`src/psl_consts.svh`:
```
`ifndef PSL_CONSTS_SVH
`define PSL_CONSTS_SVH
// --------------------------------
// clock and timing
// --------------------------------
`define PSL_CLK_HZ 50000000
`define PSL_PULSE_MS 80
`define PSL_PULSE_CYC ((`PSL_CLK_HZ / 1000) * `PSL_PULSE_MS)
`define PSL_CNT_W 22
// --------------------------------
// led levels, active low
// --------------------------------
`define PSL_LED_ON 1'b0
`define PSL_LED_OFF 1'b1
`endif

```
`src/psl_pkg.sv`:
```
`include "psl_consts.svh"
package psl_pkg;
  typedef struct packed {
    logic link_up;
    logic speed_100;
    logic full_duplex;
    logic collision;
    logic activity;
  } psl_status_t;
  typedef struct packed {
    logic duplex_led;
    logic speed_led;
    logic link_activity_led;
  } psl_leds_t;
  typedef enum logic [1:0] {
    PSL_IDLE,
    PSL_PULSE,
    PSL_GAP
  } psl_state_t;
endpackage : psl_pkg

```
`src/psl_led_driver.sv`:
```
`timescale 1ns/100ps
`include "psl_consts.svh"
// Behaviour
// - duplex led low for full duplex, high for half duplex.
// - half-duplex collision: duplex led low 80 ms, then high 80 ms minimum.
// - speed led low at 100 Mbps, high at 10 Mbps.
// - link/activity led low with link up, high when link failed.
// - with link, tx or rx activity pulses link/activity led high 80 ms.
// - after each pulse the led stays low at least 80 ms.
// - new pulse after the gap only if more activity was seen.
module psl_led_driver (
  input wire logic mclk,
  input wire logic resetn,
  input wire psl_pkg::psl_status_t status,
  output psl_pkg::psl_leds_t leds
);
  import psl_pkg::*;

  // --------------------------------
  // status decode
  // --------------------------------
  // speed and duplex pins are shown as given, even with the link down
  wire link_ok;
  wire full_pin;
  wire half_link;
  wire fast_link;
  logic col_req;
  logic act_req;

  assign link_ok = status.link_up;
  assign full_pin = status.full_duplex;
  assign half_link = link_ok && !full_pin;
  assign fast_link = status.speed_100;

  // collisions only count in half duplex
  always_comb begin
    col_req = 1'b0;
    if (half_link) begin
      col_req = status.collision;
    end
  end

  // activity without a link is ignored
  always_comb begin
    act_req = 1'b0;
    if (link_ok) begin
      act_req = status.activity;
    end
  end

  // --------------------------------
  // helpers
  // --------------------------------
  // one place owns the pin polarity: a low pin lights the lamp
  function automatic logic led_level(input logic lamp_on);
    if (lamp_on) begin
      led_level = `PSL_LED_ON;
    end else begin
      led_level = `PSL_LED_OFF;
    end
  endfunction : led_level

  // two-bit selector shared by both blinking lamp decoders
  function automatic logic [1:0] pair(input logic hi, input logic lo);
    pair = {hi, lo};
  endfunction : pair

  // --------------------------------
  // collision blink timer
  // --------------------------------
  // held idle outside half duplex, which also drops any collision
  // remembered from before a duplex change
  logic col_pulsing;

  psl_pulse_timer u_col (
    .mclk(mclk),
    .resetn(resetn),
    .enable(half_link),
    .trigger(col_req),
    .pulsing(col_pulsing)
  );

  // --------------------------------
  // activity blink timer
  // --------------------------------
  // activity during a pulse or gap is kept and replayed after the
  // gap; a burst of one cycle blinks only once, a longer one blinks again after the gap
  logic act_pulsing;

  psl_pulse_timer u_act (
    .mclk(mclk),
    .resetn(resetn),
    .enable(link_ok),
    .trigger(act_req),
    .pulsing(act_pulsing)
  );

  // --------------------------------
  // duplex lamp
  // --------------------------------
  logic [1:0] duplex_mode;
  logic duplex_lamp;

  assign duplex_mode = pair(full_pin, half_link);
  // the timer flag lags link loss by a cycle, so it is gated here
  always_comb begin
    duplex_lamp = 1'b0;
    unique case (duplex_mode)
      2'b10: begin
        duplex_lamp = 1'b1;
      end
      2'b01: begin
        duplex_lamp = col_pulsing;
      end
      2'b00: begin
        duplex_lamp = 1'b0;
      end
      default: begin
        duplex_lamp = 1'b0;
      end
    endcase
  end

  // --------------------------------
  // speed lamp
  // --------------------------------
  logic speed_lamp;

  always_comb begin
    speed_lamp = 1'b0;
    unique case (fast_link)
      1'b1: begin
        speed_lamp = 1'b1;
      end
      1'b0: begin
        speed_lamp = 1'b0;
      end
    endcase
  end

  // --------------------------------
  // link and activity lamp
  // --------------------------------
  logic [1:0] link_mode;
  logic link_lamp;

  assign link_mode = pair(link_ok, act_pulsing);
  // dark while a pulse runs; the timer clears itself on link loss
  always_comb begin
    link_lamp = 1'b0;
    unique case (link_mode)
      2'b10: begin
        link_lamp = 1'b1;
      end
      2'b11: begin
        link_lamp = 1'b0;
      end
      2'b01: begin
        link_lamp = 1'b0;
      end
      2'b00: begin
        link_lamp = 1'b0;
      end
    endcase
  end

  // --------------------------------
  // pin levels
  // --------------------------------
  psl_leds_t next_leds;

  assign next_leds.duplex_led = led_level(duplex_lamp);
  assign next_leds.speed_led = led_level(speed_lamp);
  assign next_leds.link_activity_led = led_level(link_lamp);

  // --------------------------------
  // output register
  // --------------------------------
  // pins come from flops so no decode glitch reaches a lamp
  always_ff @(posedge mclk or negedge resetn) begin
    if (!resetn) begin
      leds.duplex_led <= `PSL_LED_OFF;
      leds.speed_led <= `PSL_LED_OFF;
      leds.link_activity_led <= `PSL_LED_OFF;
    end else begin
      leds <= next_leds;
    end
  end
endmodule : psl_led_driver

```
`src/psl_pulse_timer.sv`:
```
`timescale 1ns/100ps
`include "psl_consts.svh"
// blink sequencer: pulse then enforced gap; count clears on each state change, free-runs in idle
module psl_pulse_timer (
  input wire logic mclk,
  input wire logic resetn,
  input wire logic enable,
  input wire logic trigger,
  output logic pulsing
);
  import psl_pkg::*;
  localparam logic [`PSL_CNT_W-1:0] LAST = `PSL_CNT_W'(`PSL_PULSE_CYC - 1);
  psl_state_t state;
  psl_state_t next_state;
  logic [`PSL_CNT_W-1:0] count;
  logic pending;
  wire count_done = (count == LAST);
  wire start = enable && (trigger || pending);
  wire pulse_start = (next_state == PSL_PULSE) && (state != PSL_PULSE);
  always_comb begin
    next_state = state;
    unique case (state)
      PSL_IDLE: if (start) next_state = PSL_PULSE;
      PSL_PULSE: if (count_done) next_state = PSL_GAP;
      PSL_GAP: if (count_done) next_state = start ? PSL_PULSE : PSL_IDLE;
      default: next_state = PSL_IDLE;
    endcase
    if (!enable) next_state = PSL_IDLE;
  end
  always_ff @(posedge mclk or negedge resetn) begin
    if (!resetn) begin
      state <= PSL_IDLE;
      count <= '0;
      pending <= 1'b0;
      pulsing <= 1'b0;
    end else begin
      state <= next_state;
      count <= (next_state != state) ? '0 : count + 1'b1;
      // a start uses up the request; only later activity repeats it
      pending <= enable && !pulse_start && (trigger || pending);
      pulsing <= (next_state == PSL_PULSE);
    end
  end
endmodule : psl_pulse_timer

```
`config.mk`:
```
export PLATFORM = sky130hd
export DESIGN_NAME = psl_led_driver
export DESIGN_NICKNAME = d
export VERILOG_FILES = /design/src/psl_pkg.sv /design/src/psl_led_driver.sv /design/src/psl_pulse_timer.sv
export VERILOG_INCLUDE_DIRS = /design/src
export SDC_FILE = /design/constraint.sdc
export NUM_CORES = 1
export LEC_CHECK = 0
export BUFFER_PORTS_ARGS = -buffer_cell sky130_fd_sc_hd__buf_2
export CAP_MARGIN = 5
export CORE_MARGIN = 4
export CORE_UTILIZATION = 50
export DETAILED_ROUTE_END_ITERATION = 12
export PLACE_DENSITY = 0.78
export SKIP_CTS_REPAIR_TIMING = 1
export SLEW_MARGIN = 5
export SYNTH_ARGS = -nofsm -noshare
export SYNTH_HDL_FRONTEND = slang
export SYNTH_SLANG_ARGS = --single-unit
```
`constraint.sdc`:
```
create_clock -name mclk -period 4.1 [get_ports mclk]
set_input_delay 0.41 -clock mclk [delete_from_list [all_inputs] [get_ports mclk]]
set_output_delay 0.41 -clock mclk [all_outputs]
set_load 0.01 [all_outputs]
```
==> flow_summary.json <==
{
  "leakagePower_nw": 1.239,
  "setup_viol": 0,
  "die_w_um": 82.25,
  "power_density_nw_per_um2": 342.4,
  "h-tree-depth": 2,
  "avgSynthCellArea_sq_um": 10.29,
  "rrSetupSlack_ns": 1.44,
  "fmax_mhz": 375.9,
  "drt-met1-wl_um": 2555,
  "ir_drop_v": 0.0003254,
  "drt_first_pass_iters": 5,
  "hp-class": "in2reg",
  "rsz0062_at_grt": "false",
  "area_delta_synth_final_pct": 7.172,
  "period_share_pct": 64.89,
  "syn-cell-area_sq_um": 2756,
  "netlist.area_leader.share_pct": 47.21,
  "worst_r2r_path_depth": 4,
  "ant_nets": 0,
  "period_needed_ns": 2.661,
  "clk_latency_ns": 0.31,
  "initial_core_util_pct": 52.63,
  "coreArea_sq_um": 5238,
  "synthCells": 268,
  "grt_pass1_wl_um": 9204,
  "skew_ns": 0.007892,
  "relSlewSlack_pct": 40.21,
  "final_max_slew_viol_count": 0,
  "wl_per_cell_um": 15.02,
  "crit_path_max_fanout": 22,
  "root_buffer": "clkbuf_8",
  "final_layout_size_suffix_gt1_share_pct": 9.818,
  "diodes": 0,
  "finalWirelength_um": 5183,
  "yosys-top-cells-area": "dfrtp_1, xor2_1, a21oi_1",
  "layout.nets": 283,
  "yosys-top-cells-count": "dfrtp_1, a21oi_1, xor2_1",
  "vias_per_cell": 6.035,
  "finalSetupTns_ns": 0,
  "grt_max_degree": 45,
  "drv_cap": 0,
  "synth_ff_type": "dfrtp_1",
  "yosysMostFrequentCell": "dfrtp_1",
  "synth_fp_nets": 277,
  "place.gp.congestion": 0.7576,
  "drtIter0Drc": 116,
  "dr_wl_met2_um": 2442,
  "yosys_warnings": 0,
  "die_y_um": 82.25,
  "track_usage_pct": 17.26,
  "cts_buffer_depth": 2,
  "hold_ws_ns": 0.1859,
  "yosysTopAreaCell": "dfrtp_1",
  "numClockSinks": 55,
  "cts_buffers": 5,
  "hpwl_um": 3322,
  "port_buffers": 9,
  "nFillCells": 454,
  "clkSlewWorstSetupHoldPaths_ns": 0.10,
  "cts_tree": "built",
  "run_status": "completed",
  "dieArea_sq_um": 6765,
  "arrival_ns": 2.87,
  "dr.max_layer_used": "met4",
  "crit_required_ns": 4.31,
  "synth-seq-cells": 55,
  "synthArstFlopShare_pct": 100.0,
  "vias": 2082,
  "cp-end-kind": "flip-flop",
  "grt_pass1_vias": 2037,
  "std_cell_rows": 26,
  "tightestPinTransition_ns": 0.8943,
  "min_path_cells": 2,
  "antenna_found_initial": 0,
  "seq_area_frac_synth_pct": 50.07,
  "ioPinCount": 10,
  "met3_length_um": 130,
  "drc": 0,
  "synth_edf_count": 0,
  "start_kind": "flip-flop",
  "ys_types": 34,
  "crit_type": "reg2reg",
  "hold_violations": 0,
  "overflow": 0
}
==> layout by cell type (no fill, tap or decap), types with 2 or more instances in the layout <==
master     count
nand3_1       14
o211ai_1       2
ha_1           2
nand2b_1       2
a2111oi_2      2
nor3b_1        2
dfrtp_1       52
nor2_1         4
nor3_1         4
nand2_1       13
and4_1         6
xnor2_1        5
o31ai_1        5
nand4_1       14
or3_1         11
or4_1          8
and3_1         4
clkbuf_8       5
xor2_1        21
or4_4          2
dfstp_2        3
a21oi_1       29
or4bb_1        2
and2_1         4
a21boi_1       3
buf_4          2
o2bb2a_1       2
o21ai_0       11
a22oi_1       14
o21a_1         4
o21ai_1        2
nand4bb_1      2
inv_1          5
buf_2          9
clkinv_4       2
==> worst max-delay path, stage by stage, from the launching register on <==
cell	delay [ns]
dfrtp_1	0.42
or4_1	0.52
or4_4	0.58
o211ai_2	0.72
o2bb2a_1	0.31
==> kinds of logic (layout without fill, tap and decap cells) <==
kind of cell	Yosys count	after routing	share of synthesized area, %
and+or+nand+nor	92	92	20.61
AOI/OAI and AO/OA	75	75	17.52
DFF	55	55	50.07
xor gates and xnor gates	26	26	8.262
buffers and inverters	18	25	2.633
adders and majority gates	2	2	0.9077
==> flip-flops by register name (all words and copies together) (netlist names) <==
signal and count:
leds 3, u_act.count 22, u_act.pending 1, u_act.pulsing 1, u_act.state 2, u_col.count 22, u_col.pending 1, u_col.pulsing 1
u_col.state 2
==> layer usage <==
| metal | vias up | GRT usage, % |
|---|---|---|
| met5 | - | 0 |
| met4 | 0 | 4.983 |
| met3 | 6 | 4.121 |
| met2 | 24 | 28.53 |
| met1 | 1039 | 22.53 |
| li1 | 1013 | - |
==> worst paths after layout <==
check                               start              end
max                        u_act.count[9]  u_act.count[19]
min                             status[3]          leds[1]
max reg2reg                u_act.count[9]  u_act.count[19]
min reg2reg                 u_col.pulsing          leds[2]
max in group asynchronous          resetn          leds[1]
min in group asynchronous          resetn  u_act.count[16]
==> metrics by stage <==
step	instances	utilization [%]	power, mW	cell area, sq um	setup slack, ns
floorplan	268	-	0.6746	2756	2.030
global placement	336	54.42	0.7046	2850	1.494
detailed placement	336	54.42	0.7093	2850	1.436
CTS	344	56.21	1.021	2944	1.428
global route	345	56.40	1.062	2954	1.293
finish	345	56.40	1.011	2954	1.440
==> where the power goes <==
| part | internal (mW) | switching, mW | total, mW | leakage, nW |
|---|---|---|---|---|
| logic | 0.0384 | 0.0664 | 0.105 | 0.449 |
| clock network | 0.123 | 0.188 | 0.311 | 0.0443 |
| registers | 0.572 | 0.0238 | 0.596 | 0.745 |
==> final cells by class <==
cell class              instances  area, sq um  share of cell area, %
clock inverters                 3        25.02                 0.8471
repair buffers                 12        70.07                  2.372
inverters                       5        18.77                 0.6353
well taps                      70        87.58                  2.965
clock buffers                   5        68.82                  2.330
multi-input cells             195         1304                  44.13
flip-flops and latches         55         1380                  46.72
(Power assumes the default switching activity.)
